===== config.mk =====
export PLATFORM = sky130hd
export DESIGN_NAME = fsp_gate
export DESIGN_NICKNAME = d
export VERILOG_FILES = /design/src/fsp_pkg.sv /design/src/fsp_sync.sv /design/src/fsp_gate.sv
export VERILOG_INCLUDE_DIRS = /design/src
export SDC_FILE = /design/constraint.sdc
export NUM_CORES = 1
export LEC_CHECK = 0
export ABC_AREA = 1
export BUFFER_PORTS_ARGS = -buffer_cell sky130_fd_sc_hd__buf_2
export CAP_MARGIN = 10
export CORE_MARGIN = 5
export CORE_UTILIZATION = 52
export DETAILED_ROUTE_END_ITERATION = 8
export HOLD_SLACK_MARGIN = 0.12
export PLACE_DENSITY = 0.85
export SYNTH_ARGS = -nofsm -noshare
export SYNTH_HDL_FRONTEND = slang
export SYNTH_HIERARCHICAL = 1
export SYNTH_SLANG_ARGS = --single-unit

===== constraint.sdc =====
create_clock -name clk_sys_i -period 2 [get_ports clk_sys_i]
set_input_delay 0.1 -clock clk_sys_i [delete_from_list [all_inputs] [get_ports clk_sys_i]]
set_output_delay 0.1 -clock clk_sys_i [all_outputs]
set_load 0.005 [all_outputs]

===== src/fsp_params.svh =====
/*
 * constants of the flash security and self-program gate: register
 * offsets, field positions, reset values and timing counts.
 * assumes it is included by bare name from files that need it.
 */
`ifndef FSP_PARAMS_SVH
`define FSP_PARAMS_SVH

// register offsets on the plain register port
`define FSP_REG_CTRL 4'h0
`define FSP_REG_CMD 4'h1
`define FSP_REG_ADDR 4'h2
`define FSP_REG_DATA 4'h3
`define FSP_REG_STATUS 4'h4

// control register bits (write only, self clearing)
`define FSP_CTRL_ENTER 0
`define FSP_CTRL_LEAVE 1
`define FSP_CTRL_CLEAR 2

// security setting bit positions
`define FSP_SEC_CE 0
`define FSP_SEC_BE 1
`define FSP_SEC_WR 2
`define FSP_SEC_BOOT 3
`define FSP_SEC_RESET 4'h0

// status register bit positions
`define FSP_ST_SELF 0
`define FSP_ST_WAIT 1
`define FSP_ST_HALT 2
`define FSP_ST_DONE 3
`define FSP_ST_OK 4
`define FSP_ST_REFUSED 5
`define FSP_ST_PROG 6
`define FSP_ST_ACT_LO 8
`define FSP_ST_STO_LO 12

// last address of the protected boot region
`define FSP_BOOT_LAST 16'h0FFF

// timing: clock period and oscillator settling wait
`define FSP_CLK_PERIOD_PS 4000
`define FSP_HSO_WAIT_NS 2000
`define FSP_HSO_WAIT_CYC ((`FSP_HSO_WAIT_NS * 1000 + `FSP_CLK_PERIOD_PS - 1) / `FSP_CLK_PERIOD_PS)

// cycles after reset release before the mode pin is sampled
`define FSP_MODE_SETTLE 2'h2

`endif


===== src/fsp_pkg.sv =====
/*
 * types of the flash security and self-program gate: command codes
 * and the self-programming state machine encoding.
 * assumes nothing; used by scoped name only.
 */
package fsp_pkg;

    // flash command codes, codes 4..7 are illegal
    typedef enum logic [2:0] {
        FSP_OP_CHIP_ERASE = 3'h0,
        FSP_OP_BLOCK_ERASE = 3'h1,
        FSP_OP_WRITE = 3'h2,
        FSP_OP_SET_SEC = 3'h3
    } fsp_op_t;

    // self-programming sequencer states
    typedef enum logic [1:0] {
        FSP_SP_OFF = 2'h0,
        FSP_SP_READY = 2'h1,
        FSP_SP_WAIT = 2'h2
    } fsp_sp_state_t;

endpackage : fsp_pkg


===== src/fsp_sync.sv =====
/*
 * two flip-flop level synchroniser with clock enable.
 * assumes the input is asynchronous to clk_sys_i.
 */
`timescale 1ns/1ps
module fsp_sync (
    input wire logic clk_sys_i,
    input wire logic rst_n_i,
    input wire logic clk_en_i,
    input wire logic async_i,
    output logic sync_o
);
    logic meta_r; // first stage, read only by the second
    logic sync_r; // second stage

    // two stage capture
    always_ff @(posedge clk_sys_i) begin
        if (!rst_n_i) begin
            meta_r <= 1'b0;
            sync_r <= 1'b0;
        end else if (clk_en_i) begin
            meta_r <= async_i;
            sync_r <= meta_r;
        end
    end

    assign sync_o = sync_r;
endmodule : fsp_sync


===== src/fsp_gate.sv =====
/*
 * flash security and self-program gate: holds the four security
 * settings, accepts or refuses programmer and self-programming
 * commands, and sequences self-programming on the cpu side.
 * assumes a flash array that executes fl_req_o pulses, an interrupt
 * controller on the same clock, and a programmer command decoder.
 */
`timescale 1ns/1ps
`include "fsp_params.svh"
module fsp_gate #(
    parameter logic [15:0] HSO_WAIT_CYC = 16'(`FSP_HSO_WAIT_CYC)
) (
    input wire logic clk_sys_i,
    input wire logic rst_n_i,
    input wire logic por_n_i,
    input wire logic clk_en_i,
    input wire logic program_mode_select_pin_i,
    input wire logic cpu_on_subclk_i,
    input wire logic cpu_on_main_osc_i,
    input wire logic [7:0] irq_request_flags_low0_i,
    input wire logic [7:0] irq_request_flags_high0_i,
    input wire logic [7:0] irq_request_flags_low1_i,
    input wire logic [7:0] irq_request_flags_high1_i,
    input wire logic [7:0] irq_mask_flags_low0_i,
    input wire logic [7:0] irq_mask_flags_high0_i,
    input wire logic [7:0] irq_mask_flags_low1_i,
    input wire logic [7:0] irq_mask_flags_high1_i,
    input wire logic cmd_valid_i,
    input wire logic [2:0] cmd_op_i,
    input wire logic [15:0] cmd_addr_i,
    input wire logic [7:0] cmd_data_i,
    output logic rsp_valid_o,
    output logic rsp_ack_o,
    input wire logic [3:0] reg_addr_i,
    input wire logic [15:0] reg_wdata_i,
    input wire logic reg_wr_i,
    input wire logic reg_rd_i,
    output logic [15:0] reg_rdata_o,
    output logic fl_req_o,
    output logic [2:0] fl_op_o,
    output logic [15:0] fl_addr_o,
    output logic [7:0] fl_data_o
);
    // decide whether a command may run against the given settings
    function automatic logic fsp_allowed(input logic [2:0] op,
            input logic [15:0] addr, input logic [3:0] sec,
            input logic self_m);
        logic boot_hit;
        logic lock;
        logic ok;
        boot_hit = sec[`FSP_SEC_BOOT] && (addr <= `FSP_BOOT_LAST);
        lock = !self_m;
        ok = 1'b0;
        if (op == fsp_pkg::FSP_OP_CHIP_ERASE) begin
            // whole array includes boot region
            ok = !sec[`FSP_SEC_BOOT]
                && !(lock && sec[`FSP_SEC_CE]);
        end else if (op == fsp_pkg::FSP_OP_BLOCK_ERASE) begin
            ok = !boot_hit && !(lock && (sec[`FSP_SEC_CE]
                || sec[`FSP_SEC_BE] || sec[`FSP_SEC_WR]));
        end else if (op == fsp_pkg::FSP_OP_WRITE) begin
            // chip-erase disable does not stop writes
            ok = !boot_hit && !(lock && sec[`FSP_SEC_WR]);
        end else if (op == fsp_pkg::FSP_OP_SET_SEC) begin
            ok = 1'b1;
        end
        return ok;
    endfunction : fsp_allowed

    logic pin_s; // synchronised mode pin
    logic [1:0] settle_r, settle_nxt; // cycles since reset release
    logic mode_done_r, mode_done_nxt; // mode has been sampled
    logic prog_mode_r, prog_mode_nxt; // programmer mode selected
    logic [3:0] sec_sto_r, sec_sto_nxt; // settings as last programmed
    logic [3:0] sec_act_r, sec_act_nxt; // settings enforced this session
    logic rsp_valid_r, rsp_valid_nxt;
    logic rsp_ack_r, rsp_ack_nxt;
    logic fl_req_r, fl_req_nxt;
    logic [2:0] fl_op_r, fl_op_nxt;
    logic [15:0] fl_addr_r, fl_addr_nxt;
    logic [7:0] fl_data_r, fl_data_nxt;
    logic [15:0] rdata_r, rdata_nxt;
    fsp_pkg::fsp_sp_state_t sp_r, sp_nxt; // self-programming state
    logic [15:0] wait_r, wait_nxt; // oscillator settling count
    logic [2:0] sp_op_r, sp_op_nxt; // pending self command
    logic [15:0] sp_addr_r, sp_addr_nxt; // self address register
    logic [7:0] sp_data_r, sp_data_nxt; // self data register
    logic halt_r, halt_nxt; // sticky: halted by interrupt
    logic done_r, done_nxt; // sticky: self command finished
    logic ok_r, ok_nxt; // result of last self command
    logic refused_r, refused_nxt; // sticky: entry refused
    logic irq_pend; // any unmasked request pending
    logic iss_v; // a command is presented this cycle
    logic iss_self; // it comes from the self path
    logic [2:0] iss_op;
    logic [15:0] iss_addr;
    logic [7:0] iss_data;
    logic iss_ok; // the settings allow it
    logic sp_fire; // self command executes this cycle
    logic cmd_pend_r; // self command waiting one cycle to fire
    logic wr_ctrl, wr_cmd; // register write decodes
    logic clr_flags; // software clears sticky flags

    // mode pin comes from outside, two flops first
    fsp_sync u_pin_sync (
        .clk_sys_i(clk_sys_i),
        .rst_n_i(rst_n_i),
        .clk_en_i(clk_en_i),
        .async_i(program_mode_select_pin_i),
        .sync_o(pin_s)
    );

    // requests not masked stop self mode whatever the global enable
    assign irq_pend = |((irq_request_flags_low0_i & ~irq_mask_flags_low0_i)
        | (irq_request_flags_high0_i & ~irq_mask_flags_high0_i)
        | (irq_request_flags_low1_i & ~irq_mask_flags_low1_i)
        | (irq_request_flags_high1_i & ~irq_mask_flags_high1_i));

    assign wr_ctrl = reg_wr_i && (reg_addr_i == `FSP_REG_CTRL);
    assign wr_cmd = reg_wr_i && (reg_addr_i == `FSP_REG_CMD);
    assign clr_flags = wr_ctrl && reg_wdata_i[`FSP_CTRL_CLEAR];

    // a presented command: programmer strobe or self fire
    assign iss_v = prog_mode_r ? (cmd_valid_i && mode_done_r) : sp_fire;

    // command source mux: programmer in prog mode, else self path
    always_comb begin
        iss_self = !prog_mode_r;
        iss_op = prog_mode_r ? cmd_op_i : sp_op_r;
        iss_addr = prog_mode_r ? cmd_addr_i : sp_addr_r;
        iss_data = prog_mode_r ? cmd_data_i : sp_data_r;
        iss_ok = fsp_allowed(iss_op, iss_addr, sec_act_r, iss_self);
    end

    // mode sampling and security settings, next values
    always_comb begin
        settle_nxt = settle_r;
        mode_done_nxt = mode_done_r;
        prog_mode_nxt = prog_mode_r;
        sec_act_nxt = sec_act_r;
        sec_sto_nxt = sec_sto_r;
        if (!mode_done_r) begin
            if (settle_r == `FSP_MODE_SETTLE) begin
                // pin level after reset release picks the mode
                mode_done_nxt = 1'b1;
                prog_mode_nxt = pin_s;
                sec_act_nxt = sec_sto_r;
            end else begin
                settle_nxt = settle_r + 2'h1;
            end
        end
        if (iss_v && iss_ok) begin
            if (iss_op == fsp_pkg::FSP_OP_SET_SEC) begin
                if (iss_self) begin
                    // self mode may only add boot protection
                    sec_sto_nxt[`FSP_SEC_BOOT] = sec_sto_r[`FSP_SEC_BOOT]
                        | iss_data[`FSP_SEC_BOOT];
                end else begin
                    // any combination, settings only ever added here
                    sec_sto_nxt = sec_sto_r | iss_data[3:0];
                end
            end else if (iss_op == fsp_pkg::FSP_OP_CHIP_ERASE && !iss_self
                    && !sec_sto_r[`FSP_SEC_CE]) begin
                // chip erase releases block-erase and write disables
                sec_sto_nxt[`FSP_SEC_BE] = 1'b0;
                sec_sto_nxt[`FSP_SEC_WR] = 1'b0;
            end
        end
    end

    // mode and security registers; stored settings survive rst_n_i
    always_ff @(posedge clk_sys_i) begin
        if (!por_n_i) begin
            sec_sto_r <= `FSP_SEC_RESET;
        end else if (clk_en_i) begin
            sec_sto_r <= sec_sto_nxt;
        end
        if (!rst_n_i) begin
            settle_r <= 2'h0;
            mode_done_r <= 1'b0;
            prog_mode_r <= 1'b0;
            sec_act_r <= `FSP_SEC_RESET;
        end else if (clk_en_i) begin
            settle_r <= settle_nxt;
            mode_done_r <= mode_done_nxt;
            prog_mode_r <= prog_mode_nxt;
            sec_act_r <= sec_act_nxt;
        end
    end

    // programmer answer and flash request, next values
    always_comb begin
        rsp_valid_nxt = cmd_valid_i;
        // illegal codes, wrong mode or refusal all answer nak
        rsp_ack_nxt = cmd_valid_i && prog_mode_r && mode_done_r
            && iss_ok;
        fl_req_nxt = 1'b0;
        fl_op_nxt = fl_op_r;
        fl_addr_nxt = fl_addr_r;
        fl_data_nxt = fl_data_r;
        if (iss_v && iss_ok && iss_op != fsp_pkg::FSP_OP_SET_SEC) begin
            // a refused command never reaches the array
            fl_req_nxt = 1'b1;
            fl_op_nxt = iss_op;
            fl_addr_nxt = iss_addr;
            fl_data_nxt = iss_data;
        end
    end

    // programmer answer and flash request registers
    always_ff @(posedge clk_sys_i) begin
        if (!rst_n_i) begin
            rsp_valid_r <= 1'b0;
            rsp_ack_r <= 1'b0;
            fl_req_r <= 1'b0;
            fl_op_r <= 3'h0;
            fl_addr_r <= 16'h0000;
            fl_data_r <= 8'h00;
        end else if (clk_en_i) begin
            rsp_valid_r <= rsp_valid_nxt;
            rsp_ack_r <= rsp_ack_nxt;
            fl_req_r <= fl_req_nxt;
            fl_op_r <= fl_op_nxt;
            fl_addr_r <= fl_addr_nxt;
            fl_data_r <= fl_data_nxt;
        end
    end

    // self-programming sequencer, next values
    always_comb begin
        sp_nxt = sp_r;
        wait_nxt = wait_r;
        sp_op_nxt = sp_op_r;
        sp_addr_nxt = sp_addr_r;
        sp_data_nxt = sp_data_r;
        halt_nxt = halt_r && !clr_flags;
        done_nxt = done_r && !clr_flags;
        refused_nxt = refused_r && !clr_flags;
        ok_nxt = ok_r;
        sp_fire = 1'b0;
        if (reg_wr_i && reg_addr_i == `FSP_REG_ADDR) begin
            sp_addr_nxt = reg_wdata_i;
        end
        if (reg_wr_i && reg_addr_i == `FSP_REG_DATA) begin
            sp_data_nxt = reg_wdata_i[7:0];
        end
        unique case (sp_r)
            fsp_pkg::FSP_SP_OFF: begin
                if (wr_ctrl && reg_wdata_i[`FSP_CTRL_ENTER]) begin
                    // no entry on subclock, in prog mode or with pin low
                    if (cpu_on_subclk_i || prog_mode_r || !mode_done_r
                            || !pin_s) begin
                        refused_nxt = 1'b1;
                    end else begin
                        sp_nxt = fsp_pkg::FSP_SP_READY;
                    end
                end
            end
            fsp_pkg::FSP_SP_READY: begin
                if (wr_ctrl && reg_wdata_i[`FSP_CTRL_LEAVE]) begin
                    sp_nxt = fsp_pkg::FSP_SP_OFF;
                end else if (wr_cmd) begin
                    sp_op_nxt = reg_wdata_i[2:0];
                    if (cpu_on_main_osc_i) begin
                        // fast oscillator must settle first
                        sp_nxt = fsp_pkg::FSP_SP_WAIT;
                        wait_nxt = HSO_WAIT_CYC - 16'h0001;
                    end
                end
            end
            fsp_pkg::FSP_SP_WAIT: begin
                if (wait_r == 16'h0000) begin
                    sp_fire = 1'b1;
                    sp_nxt = fsp_pkg::FSP_SP_READY;
                end else begin
                    wait_nxt = wait_r - 16'h0001;
                end
            end
            default: begin
                sp_nxt = fsp_pkg::FSP_SP_OFF;
            end
        endcase
        // on internal oscillator a command runs the cycle after its write
        if (sp_r == fsp_pkg::FSP_SP_READY && wr_cmd && !cpu_on_main_osc_i
                && !(wr_ctrl && reg_wdata_i[`FSP_CTRL_LEAVE])) begin
            sp_op_nxt = reg_wdata_i[2:0];
        end
        if (sp_r == fsp_pkg::FSP_SP_READY && sp_op_r[2] == 1'b0
                && cmd_pend_r) begin
            sp_fire = 1'b1;
        end
        if (sp_fire) begin
            done_nxt = 1'b1;
            ok_nxt = iss_ok && !sp_op_r[2];
        end
        // pending request or dropped pin ends self mode at once
        if (sp_r != fsp_pkg::FSP_SP_OFF && (irq_pend || !pin_s)) begin
            sp_nxt = fsp_pkg::FSP_SP_OFF;
            sp_fire = 1'b0;
            done_nxt = done_r && !clr_flags;
            ok_nxt = ok_r;
            halt_nxt = halt_r || irq_pend; // set wins over clear
        end
    end

    // a command written on the internal oscillator fires next cycle
    always_ff @(posedge clk_sys_i) begin
        if (!rst_n_i) begin
            cmd_pend_r <= 1'b0;
        end else if (clk_en_i) begin
            cmd_pend_r <= (sp_r == fsp_pkg::FSP_SP_READY) && wr_cmd
                && !cpu_on_main_osc_i
                && !(wr_ctrl && reg_wdata_i[`FSP_CTRL_LEAVE]);
        end
    end

    // self-programming registers
    always_ff @(posedge clk_sys_i) begin
        if (!rst_n_i) begin
            sp_r <= fsp_pkg::FSP_SP_OFF;
            wait_r <= 16'h0000;
            sp_op_r <= 3'h0;
            sp_addr_r <= 16'h0000;
            sp_data_r <= 8'h00;
            halt_r <= 1'b0;
            done_r <= 1'b0;
            ok_r <= 1'b0;
            refused_r <= 1'b0;
        end else if (clk_en_i) begin
            sp_r <= sp_nxt;
            wait_r <= wait_nxt;
            sp_op_r <= sp_op_nxt;
            sp_addr_r <= sp_addr_nxt;
            sp_data_r <= sp_data_nxt;
            halt_r <= halt_nxt;
            done_r <= done_nxt;
            ok_r <= ok_nxt;
            refused_r <= refused_nxt;
        end
    end

    // read data, valid only the cycle after the read strobe
    always_comb begin
        rdata_nxt = 16'h0000;
        if (reg_rd_i) begin
            unique case (reg_addr_i)
                `FSP_REG_ADDR: rdata_nxt = sp_addr_r;
                `FSP_REG_DATA: rdata_nxt = {8'h00, sp_data_r};
                `FSP_REG_CMD: rdata_nxt = {13'h0000, sp_op_r};
                `FSP_REG_STATUS: begin
                    rdata_nxt[`FSP_ST_SELF] = sp_r != fsp_pkg::FSP_SP_OFF;
                    rdata_nxt[`FSP_ST_WAIT] = sp_r == fsp_pkg::FSP_SP_WAIT;
                    rdata_nxt[`FSP_ST_HALT] = halt_r;
                    rdata_nxt[`FSP_ST_DONE] = done_r;
                    rdata_nxt[`FSP_ST_OK] = ok_r;
                    rdata_nxt[`FSP_ST_REFUSED] = refused_r;
                    rdata_nxt[`FSP_ST_PROG] = prog_mode_r;
                    rdata_nxt[`FSP_ST_ACT_LO +: 4] = sec_act_r;
                    rdata_nxt[`FSP_ST_STO_LO +: 4] = sec_sto_r;
                end
                default: rdata_nxt = 16'h0000; // ctrl and unmapped
            endcase
        end
    end

    // read data register
    always_ff @(posedge clk_sys_i) begin
        if (!rst_n_i) begin
            rdata_r <= 16'h0000;
        end else if (clk_en_i) begin
            rdata_r <= rdata_nxt;
        end
    end

    assign rsp_valid_o = rsp_valid_r;
    assign rsp_ack_o = rsp_ack_r;
    assign fl_req_o = fl_req_r;
    assign fl_op_o = fl_op_r;
    assign fl_addr_o = fl_addr_r;
    assign fl_data_o = fl_data_r;
    assign reg_rdata_o = rdata_r;
endmodule : fsp_gate


; After elaboration in Yosys (flattened, before gate mapping)
; Index checks and enable logic that the tools add are counted.
[totals]
register_bits = 110
in_bits = 121
output_inout_bits = 46
[classes]
add_sub_neg = 2
n_lt_le_gt_ge = 1
n_eq_ne = 22
n_mux = 46
bitwise_logic = 17
n_reduce_logical = 73
[ops]
columns = operator, n
row1 = 2-to-1 mux 16 bit, 6
row2 = bitwise AND 8 bit, 4
row3 = logical AND 1 bit, 32
row4 = inverter 8 bit, 4
row5 = case mux 16 bit (2 select lines), 1
row6 = case mux 7 bit (4 select lines), 1
row7 = OR 8 bit, 3
row8 = 2-to-1 mux 1 bit, 19
row9 = 2-to-1 mux 2 bit, 9
row10 = 2-to-1 mux 3 bit, 6
row11 = less-or-equal comparator 16 x 12 -> 1 bit (second input constant), 1
row12 = zero test 16 bit, 1
row13 = case mux 8 bit (2 select lines), 1
row14 = subtractor 16 x 1 -> 16 bit (second input constant), 1
row15 = zero test 1 bit, 12
row16 = AND reduction 3 bit, 4
row17 = AND reduction 4 bit, 3
row18 = AND reduction 6 bit, 2
row19 = != test 2 bit (second input constant), 5
row20 = nonzero test 2 bit, 5
row21 = != test 3 bit (second input constant), 3
row22 = equality test 4 x 2 -> 1 bit (second input constant), 2
row23 = 2-to-1 mux 8 bit, 1
row24 = != test 4 x 3 -> 1 bit (second input constant), 2
row25 = 20 further kinds, 33

; Logic depth before layout (Yosys ltp)
; Gate-level depths: netlist of run 1.
[logic_depth]
ltp_word = 13
ltp_mapped = 15
ltp_nobuf = 14

; Cells and area by module
; The synthesis of run 1 kept the hierarchy.
[modules_own_cells]
columns = mod, n_inst, cells_each, area_each_um2
row1 = fsp_gate, 1, 834, 5388.9
row2 = fsp_sync, 1, 12, 80.1

; Worst setup path before layout of run 1
; Ideal clock, no wire load.
[synth_timing]
path_type = flip-flop to flip-flop
start = reg prog_mode_r
end = reg fl_addr_r[10], in the netlist fl_addr_o[10]
arrival_ns = 1.646
required_time_ns = 1.887
setup_slack_ns = 0.241
stages_incl_launch_ff = 14
period_less_slack_ns = 1.759
cell_sequence = dfxtp_1 -> buf_4 -> nand2_1 -> o21ai_0 -> nor2_1 -> nand3_1 -> nand2_1 -> a21oi_4 -> inv_2 -> nor2_4 -> nand3_4 -> buf_2 -> nor2_1 -> nor2_1
[synth_via]
elab_chain_cells = 11
word_cells_on_any_way = 27
classes_between = 1 x order compare / 4 x eq/ne / 7 x mux / 15 x reduce/logical
[synth_rtl]
columns = element, line
row1 = from (decl), fsp_gate.sv:73  ; logic prog_mode_r, prog_mode_nxt;
row2 = from (signal assigned), fsp_gate.sv:186  ; prog_mode_r <= prog_mode_nxt;
row3 = 2-to-1 mux 16 bit, fsp_gate.sv:130  ; iss_addr = prog_mode_r ? cmd_addr_i : sp_addr_r;
row4 = less-or-equal comparator 16 x 12 -> 1 bit (no line), n/a
row5 = logical AND 1 bit, fsp_gate.sv:51  ; boot_hit = sec[`FSP_SEC_BOOT] && (addr <= `FSP_BOOT_LAST);
row6 = zero test 1 bit, "fsp_gate.sv:59, fsp_gate.sv:63"
row7 = logical AND 1 bit, fsp_gate.sv:63  ; ok = !boot_hit && !(lock && sec[`FSP_SEC_WR]);
row8 = 2-to-1 mux 1 bit, fsp_gate.sv:61  ; end else if (op == fsp_pkg::FSP_OP_WRITE) begin
row9 = 2-to-1 mux 1 bit, fsp_gate.sv:58  ; end else if (op == fsp_pkg::FSP_OP_BLOCK_ERASE) begin
row10 = 2-to-1 mux 1 bit, fsp_gate.sv:54  ; if (op == fsp_pkg::FSP_OP_CHIP_ERASE) begin
row11 = logical AND 1 bit (2 in series), fsp_gate.sv:201  ; if (iss_v && iss_ok && iss_op != fsp_pkg::FSP_OP_SET_SEC) begin
row12 = AND reduction 2 bit (no line), n/a
row13 = to (signal assigned), fsp_gate.sv:224  ; fl_addr_r <= fl_addr_nxt;
row14 = to (decl), fsp_gate.sv:80  ; logic [15:0] fl_addr_r, fl_addr_nxt;
; Parallel ways exist; a longest one is shown, timed or not.
; A chain may end at the register's enable or synchronous reset.

; Worst setup path in the final report of run 1
[layout_timing]
start = reg prog_mode_r
end = reg fl_data_r[7], in the netlist fl_data_o[7]
[layout_via]
elab_chain_cells = 11
word_cells_on_any_way = 28
classes_between = 1 x order compare / 4 x eq/ne / 8 x mux / 15 x reduce/logical
[layout_rtl]
columns = element, line
row1 = 2-to-1 mux 16 bit, fsp_gate.sv:130
row2 = less-or-equal comparator 16 x 12 -> 1 bit (no line), n/a
row3 = logical AND 1 bit, fsp_gate.sv:51
row4 = zero test 1 bit, "fsp_gate.sv:59, fsp_gate.sv:63"
row5 = logical AND 1 bit, fsp_gate.sv:63
row6 = 2-to-1 mux 1 bit, fsp_gate.sv:61
row7 = 2-to-1 mux 1 bit, fsp_gate.sv:58
row8 = 2-to-1 mux 1 bit, fsp_gate.sv:54
row9 = logical AND 1 bit (2 in series), fsp_gate.sv:201
row10 = AND reduction 2 bit (no line), n/a
row11 = to (signal assigned), fsp_gate.sv:225  ; fl_data_r <= fl_data_nxt;
row12 = to (decl), fsp_gate.sv:81  ; logic [7:0] fl_data_r, fl_data_nxt;
; Parallel ways exist; a longest one is shown, timed or not.

==> impl_metrics.csv, run 1 <==
group,metric,value,unit
global_route,grt_overflow_total,0,
floorplanning,die_h,113,um
setup_path,slowest_delay,0.37,ns
yosys,seq_area_frac_synth,40.3,%
sta,worstMarginPinSlew,0.546,ns
cts,htree_levels,3,
placement,gp_congestion,1.00,
setup_path,end_kind,"flip-flop",
yosys,ys_ff_latch,110,
sta,fin_skew,0.0139,ns
finish,antenna_cells,0,
placement,port_buffers,166,
cts,cts_sinks,110,
routing,routed-via-count,6232,
global_route,grt_max_degree,35,
placement,hpwl,11500,um
routing,finalWirelength,17000,um
placement,dp_cells,1142,
yosys,synth.avg_cell_area,6.46,um^2
routing,wl_per_cell,14.1,um
sta,setup_viol,29,
sta,rsz0062_at_grt,"true",
routing,drc,0,
floorplanning,boundaryPins,167,
flow_run,drv_cap,0,
yosys,syn_nets,970,
cts,path_clk_slew,0.12,ns
setup_path,critPathRequiredTime,2.27,ns
sta,slew_viol_final,0,
floorplanning,die_w,113,um
outcome,status,"complete, but fails checks",
yosys,synthCells,846,
yosys,synth_cell_types,39,
finish,syn_to_final_growth,36.2,%
yosys,syn_area,5470,um^2
sta,fmax,476,MHz
cts,clock-root-buffer,"clkbuf_8",
floorplanning,core-area,10300,um^2
sta,hold_viol,0,
global_route,grt_pass1_vias,5663,
setup_path,path_cells,"buf_8, buf_8, o21ai_2, nor2_1, nand3_2, nand2_2, a21oi_4, inv_2, nor2_4, nand3_4, clkbuf_16, nor2_1, nor2_2",
power_and_ir_drop,powerDensity,589,nW/um^2
finish,layout_common_cells,"nand2_1, buf_2, inv_1",
routing,dr.pass1.iters,7,
sta,final.setup.worst_slack,-0.103,ns
cts,cts_buffer_depth,2,
power_and_ir_drop,vdd_drop_max,0.420,mV
finish,post_layout_nonfiller_instances,1208,
sta,post-route-min-period,2.10,ns
finish,nets,1191,
global_route,grt_first_pass_wirelength,26400,um
hold_path,hp-class,"primary input to flip-flop",
routing,viasPerCell,5.16,
sta,fin_hold_ws,0.141,ns
floorplanning,dieArea,12700,um^2
global_route,antenna_found_initial,0,
cts,clk_latency,0.38,ns
sta,relSlewSlack,63.5,%
global_route,grt_usage,25.1,%
power_and_ir_drop,p_leak,3.63,nW
setup_path,cpMaxStageDelayCell,"dfxtp_4",
power_and_ir_drop,p_total,4.39,mW
sta,fin_crit_sh,105,%
setup_path,start_kind,"flip-flop",
setup_path,cp.arrival,2.37,ns
routing,ant_nets,0,
cts,cts_buffers,9,
outcome,violations,"setup timing",
yosys,yosysWarnings,6,
floorplanning,num_rows,37,
routing,drtIter0Drc,717,
cts,cts_tree,"done",
setup_path,path_max_fanout,8,
finish,final_common_cell,"nand2_1",
setup_path,crit_type,"flip-flop to flip-flop",
finish,drive_gt1_share,24.6,%
floorplanning,start_util,53.2,%
## synthesized netlist by cell type
cell         n  area share [%]
nand4_1      4            0.46
o221ai_1     4            0.64
a211oi_1     1            0.14
nor4_1       3            0.34
o22ai_1      8            0.92
nor3_1      11             1.0
nand3_1     28             2.6
nor3b_1      3            0.41
a21oi_4      1            0.30
xor2_1       2            0.32
nor2_4       1            0.21
buf_2        2            0.18
a21boi_0     1            0.14
a21oi_1     83             7.6
buf_1        2            0.14
o21ai_0     77             7.0
dfxtp_1    110              40
nor2_2       2            0.23
a32oi_1      1            0.16
o21ai_2      2            0.32
o21ai_1      5            0.46
clkbuf_1    24             1.6
and3_1       1            0.11
a221oi_1     1            0.16
nand2_1    210              14
inv_2        5            0.34
ha_1         3            0.69
o32ai_1      1            0.16
inv_1      129             8.9
nor2_1     101             6.9
buf_4        3            0.41
buf_6        2            0.41
nand3_4      1            0.32
clkinv_1     1           0.069
o2111ai_1    1            0.16
or2_2        2            0.23
mux2i_1      1            0.18
a31oi_1      8            0.92
a2bb2oi_1    1            0.16
## worst paths after layout
| path | slack, ns | depth (start not counted) | to | startpoint |
|---|---|---|---|---|
| max | -0.10 | 13 | fl_data_o[7]$_SDFFE_PN0P_ | prog_mode_r$_SDFFE_PN0P_ |
| min | 0.14 | 5 | fl_data_o[0]$_SDFFE_PN0P_ | cmd_data_i[0] |
| max reg2reg | -0.10 | 13 | fl_data_o[7]$_SDFFE_PN0P_ | prog_mode_r$_SDFFE_PN0P_ |
| min reg2reg | 0.47 | 2 | reg_rdata_o[7]$_SDFFE_PN0P_ | reg_rdata_o[7]$_SDFFE_PN0P_ |
## sequential cells by signal, indices dropped and copies added, names as in the netlist, 2 cells and up
signal	flops
sec_sto_r	4
fl_addr_o	16
fl_data_o	8
settle_r	2
fl_op_o	3
sp_r	2
wait_r	16
reg_rdata_o	16
sp_data_r	8
sp_op_r	3
sec_act_r	4
sp_addr_r	16
## timing repair
item,CTS,global route
endpoints found under the setup margin,26,36
endpoints found under the hold margin,66,0
setup buffers,0,6
cloned,0,3
pin swaps,0,4
hold buffers,41,0
resized for setup,1,51
## power breakdown
part / internal (mW) / leakage [nW] / switching, mW
Sequential: 2.22 / 0.889 / 0.0172
Combinational: 0.286 / 2.63 / 0.338
Clock: 0.724 / 0.116 / 0.802
Total: 3.23 / 3.63 / 1.16
## kinds of logic (layout without fill, tap and decap cells)
kind of cell	after synthesis	after routing	synth area share (%)
compound gates	195	195	19.3
simple gates	367	367	27.2
xor+xnor	2	2	0.320
fa+ha+maj	3	3	0.686
flops	110	110	40.3
buf+inv	168	394	12.1
mux	1	1	0.183
## per-layer routing
layer	track usage [%]	up-vias	share of wire, %
met5	0	-	0
met3	3.99	53	7.1
met2	42.5	283	49
li1	-	3130	-
met4	8.25	0	2.9
met1	32.5	2766	41
## stage by stage
stage          utilization (%)  TNS, ns  setup WS, ns  area [um^2]
6_report                  72.5    -1.28        -0.103         7450
5_1_grt                   72.5    -3.49        -0.168         7450
4_1_cts                   69.9        0        0.0420         7180
3_5_place_dp              63.7   -0.123       -0.0173         6550
3_3_place_gp              63.7        0        0.0786         6550
2_1_floorplan                -        0         0.241         5470
## worst max-delay path: cells and delay by family (launching register included)
| family | cells | cell delay (ns) |
|---|---|---|
| AO/OA/AOI/OAI | 2 | 0.41 |
| flip-flops | 1 | 0.37 |
| buffers and inverters | 4 | 0.53 |
| AND/OR/NAND/NOR | 7 | 0.68 |
## cell type report
class                           count  area (um^2)
Inverter                          135          512
Multi-Input combinational cell    568         2730
Tap cell                          136          170
Fill cell                         812         2830
Clock inverter                      7          103
Clock buffer                        9          124
Timing Repair Buffer              243         1610
Sequential cell                   110         2210
Power figures use the tool's default switching activity.
==> run 2: changes to the inputs <==
Settings changed: ABC_AREA 1 to default, ABC_CLOCK_PERIOD_IN_PS from default to 2000, CORE_MARGIN 5 to 3, CORE_UTILIZATION 52 to 51, PLACE_DENSITY 0.85 to 0.84.
==> impl_metrics.csv, run 2 <==
group,metric,value,unit
setup_path,crit_path_frequent_cell,"buf_4",
yosys,syn_nets,748,
setup_path,crit_type,"flip-flop to flip-flop",
global_route,grt_max_degree,48,
sta,rsz0062_at_grt,"true",
routing,dr.pass1.iters,5,
global_route,grt_first_pass_wirelength,25400,um
global_route,grt_pass1_vias,5541,
finish,post_layout_nonfiller_instances,996,
yosys,synthFlopType,"dfxtp_1",
finish,layout_common_cells,"buf_2, dfxtp_1, nor2_1",
routing,drtIter0Drc,663,
routing,routed-via-count,5742,
floorplanning,die_h,108,um
sta,post-route-min-period,2.30,ns
setup_path,r2r_slack,-0.30,ns
finish,final_common_cell,"buf_2",
setup_path,critPathRequiredTime,2.28,ns
setup_path,crit_path_start,"wait_r[1]$_SDFFE_PN0P_",
yosys,synth.avg_cell_area,8.46,um^2
cts,cts_buffer_depth,2,
power_and_ir_drop,p_total,3.95,mW
cts,htree_levels,3,
sta,fmax,435,MHz
finish,antenna_cells,0,
placement,gp_congestion,0.892,
hold_path,hp-start,"cmd_addr_i[5]",
floorplanning,num_rows,36,
setup_path,ff2ff_path_depth,12,
power_and_ir_drop,powerDensity,537,nW/um^2
placement,pre_cts_ws,-0.235,ns
placement,hpwl,11800,um
cts,cts_sinks,110,
yosys,syn_area,5280,um^2
setup_path,cpMaxStageDelayCell,"nor4_1",
sta,fin_skew,0.0121,ns
cts,path_clk_slew,0.10,ns
sta,relSlewSlack,56.8,%
floorplanning,die_w,108,um
cts,cts_buffers,9,
setup_path,start_kind,"flip-flop",
yosys,yosysMostFrequentCell,"dfxtp_1",
yosys,synth_top_area_cell,"dfxtp_1",
floorplanning,boundaryPins,167,
global_route,antenna_found_initial,0,
finish,drive_gt1_share,34.0,%
routing,drc,0,
yosys,ys_async_sr_fraction,0,%
power_and_ir_drop,p_leak,3.07,nW
floorplanning,core-area,9910,um^2
yosys,yosys-top-cells-area,"dfxtp_1, mux2i_1, nor2_1",
setup_path,path_max_fanout,5,
setup_path,slowest_delay,0.40,ns
global_route,grt_overflow_total,0,
sta,setup_viol,42,
sta,fin_crit_sh,115,%
setup_path,endpoint,"wait_r[15]$_SDFFE_PN0P_",
global_route,grt_usage,27.3,%
setup_path,cp.arrival,2.58,ns
finish,syn_to_final_growth,39.2,%
routing,viasPerCell,5.77,
finish,final_area,7350,um^2
sta,slew_viol_final,0,
setup_path,worstReg2RegStart,"wait_r[1]$_SDFFE_PN0P_",
sta,final.setup.worst_slack,-0.300,ns
setup_path,path_cells,"inv_1, ha_2, nor4b_4, buf_4, nand4b_4, buf_4, a32oi_4, or2_4, buf_6, nor4_1, xnor2_1, nor2_1",
sta,fin_hold_ws,0.126,ns
routing,wl_per_cell,17.4,um
cts,clock-root-buffer,"clkbuf_8",
yosys,yosysWarnings,6,
yosys,synth_edf_count,0,
yosys,ys_ff_latch,110,
yosys,seq_area_frac_synth,41.7,%
power_and_ir_drop,vdd_drop_max,0.322,mV
placement,place_area,6560,um^2
sta,hold_viol,0,
finish,nets,982,
hold_path,hp-class,"primary input to flip-flop",
placement,dp_cells,942,
floorplanning,start_util,53.3,%
routing,ant_nets,0,
setup_path,regToRegEndpoint,"wait_r[15]$_SDFFE_PN0P_",
sta,worstMarginPinSlew,0.647,ns
yosys,synth_top_cell_area_share,41.7,%
floorplanning,dieArea,11600,um^2
setup_path,critPathTopFamily,"simple AND/OR/NAND/NOR gates",
cts,clk_latency,0.38,ns
outcome,violations,"setup timing",
routing,finalWirelength,17300,um
placement,port_buffers,166,
setup_path,cp.depth,12,
setup_path,worst-path-buf-inv,4,
yosys,synthCells,624,
cts,cts_tree,"done",
flow_run,drv_cap,0,
yosys,ys_top_cells_by_count,"dfxtp_1, nor2_1, nand2_1, a21oi_1, nand2b_1",
setup_path,end_kind,"flip-flop",
sta,tns,-5.32,ns
finish,postLayoutCoreUtil,74.2,%
yosys,synth_cell_types,59,
outcome,status,"complete, but fails checks",
-- run 2: cell types whose count changed after synthesis, moves of 6 or more --
cell      delta
nand3_1     -21
nor4_1       +6
xnor2_1      +7
a21oi_1     -34
nand2b_1    +44
nor2_1      -18
o21ai_0     -70
a22oi_1     +11
nand2_1    -143
a31oi_1      -7
inv_1      -107
a222oi_1     +6
mux2i_1     +42
o211ai_1    +20
-- run 2: cell type report --
type	count	area, um^2
multi-input cells	457	3060
fillers	700	2560
flip-flops and latches	110	2210
repair buffers	257	1640
well taps	133	166
clock buffers	11	151
inverters	23	86.3
clock inverters	5	42.5
-- run 2: worst min-delay path by stage --
| stage | endpoint | cells past startpoint | slack (ns) |
|---|---|---|---|
| 3_5_place_dp | sp_addr_r[11]$_SDFFE_PN0P_ | 3 | 0.36 |
| 2_1_floorplan | sec_sto_r[0]$_SDFFE_PN0P_ | 2 | 0.21 |
| 3_3_place_gp | sp_addr_r[11]$_SDFFE_PN0P_ | 3 | 0.35 |
| 5_1_grt | fl_addr_o[12]$_SDFFE_PN0P_ | 4 | 0.14 |
| 4_1_cts | fl_addr_o[5]$_SDFFE_PN0P_ | 4 | 0.13 |
| 6_report | fl_addr_o[5]$_SDFFE_PN0P_ | 4 | 0.13 |
-- run 2: kinds of logic (layout without fill, tap and decap cells) --
logic type / after synthesis / after routing / share of synthesized area (%)
AOI/OAI and AO/OA: 142 / 143 / 18.4
adders and majority gates: 3 / 3 / 0.711
muxes: 45 / 45 / 8.58
DFF: 110 / 110 / 41.7
and+or+nand+nor: 255 / 255 / 24.0
xor gates and xnor gates: 11 / 11 / 1.82
buffers and inverters: 58 / 296 / 4.79
-- run 2: what timing repair did --
item,in CTS,in global routing
cloned,0,3
setup endpoints to repair,44,47
setup buffers,3,5
hold endpoints to repair,37,0
resized for setup,16,34
hold buffers,27,0
pin swaps,7,24
-- run 2: worst min-delay path, stage by stage --
cell	delay, ns
buf_2	0.08
nand2b_1	0.09
o211ai_1	0.08
mux2i_1	0.12
-- run 2: power breakdown --
group	internal, mW	switching (mW)	total [mW]
Clock	0.535	0.782	1.32
Combinational	0.207	0.208	0.415
Sequential	2.20	0.0117	2.22
Total	2.95	1.00	3.95
-- run 2: layer usage --
metal | part of all wire [%] | wire length [um] | track usage, %
met5 | 0 | 0 | 0
met4 | 3.4 | 598 | 11.5
met1 | 39 | 6740 | 31.7
met3 | 8.3 | 1440 | 5.82
met2 | 49 | 8550 | 48.4
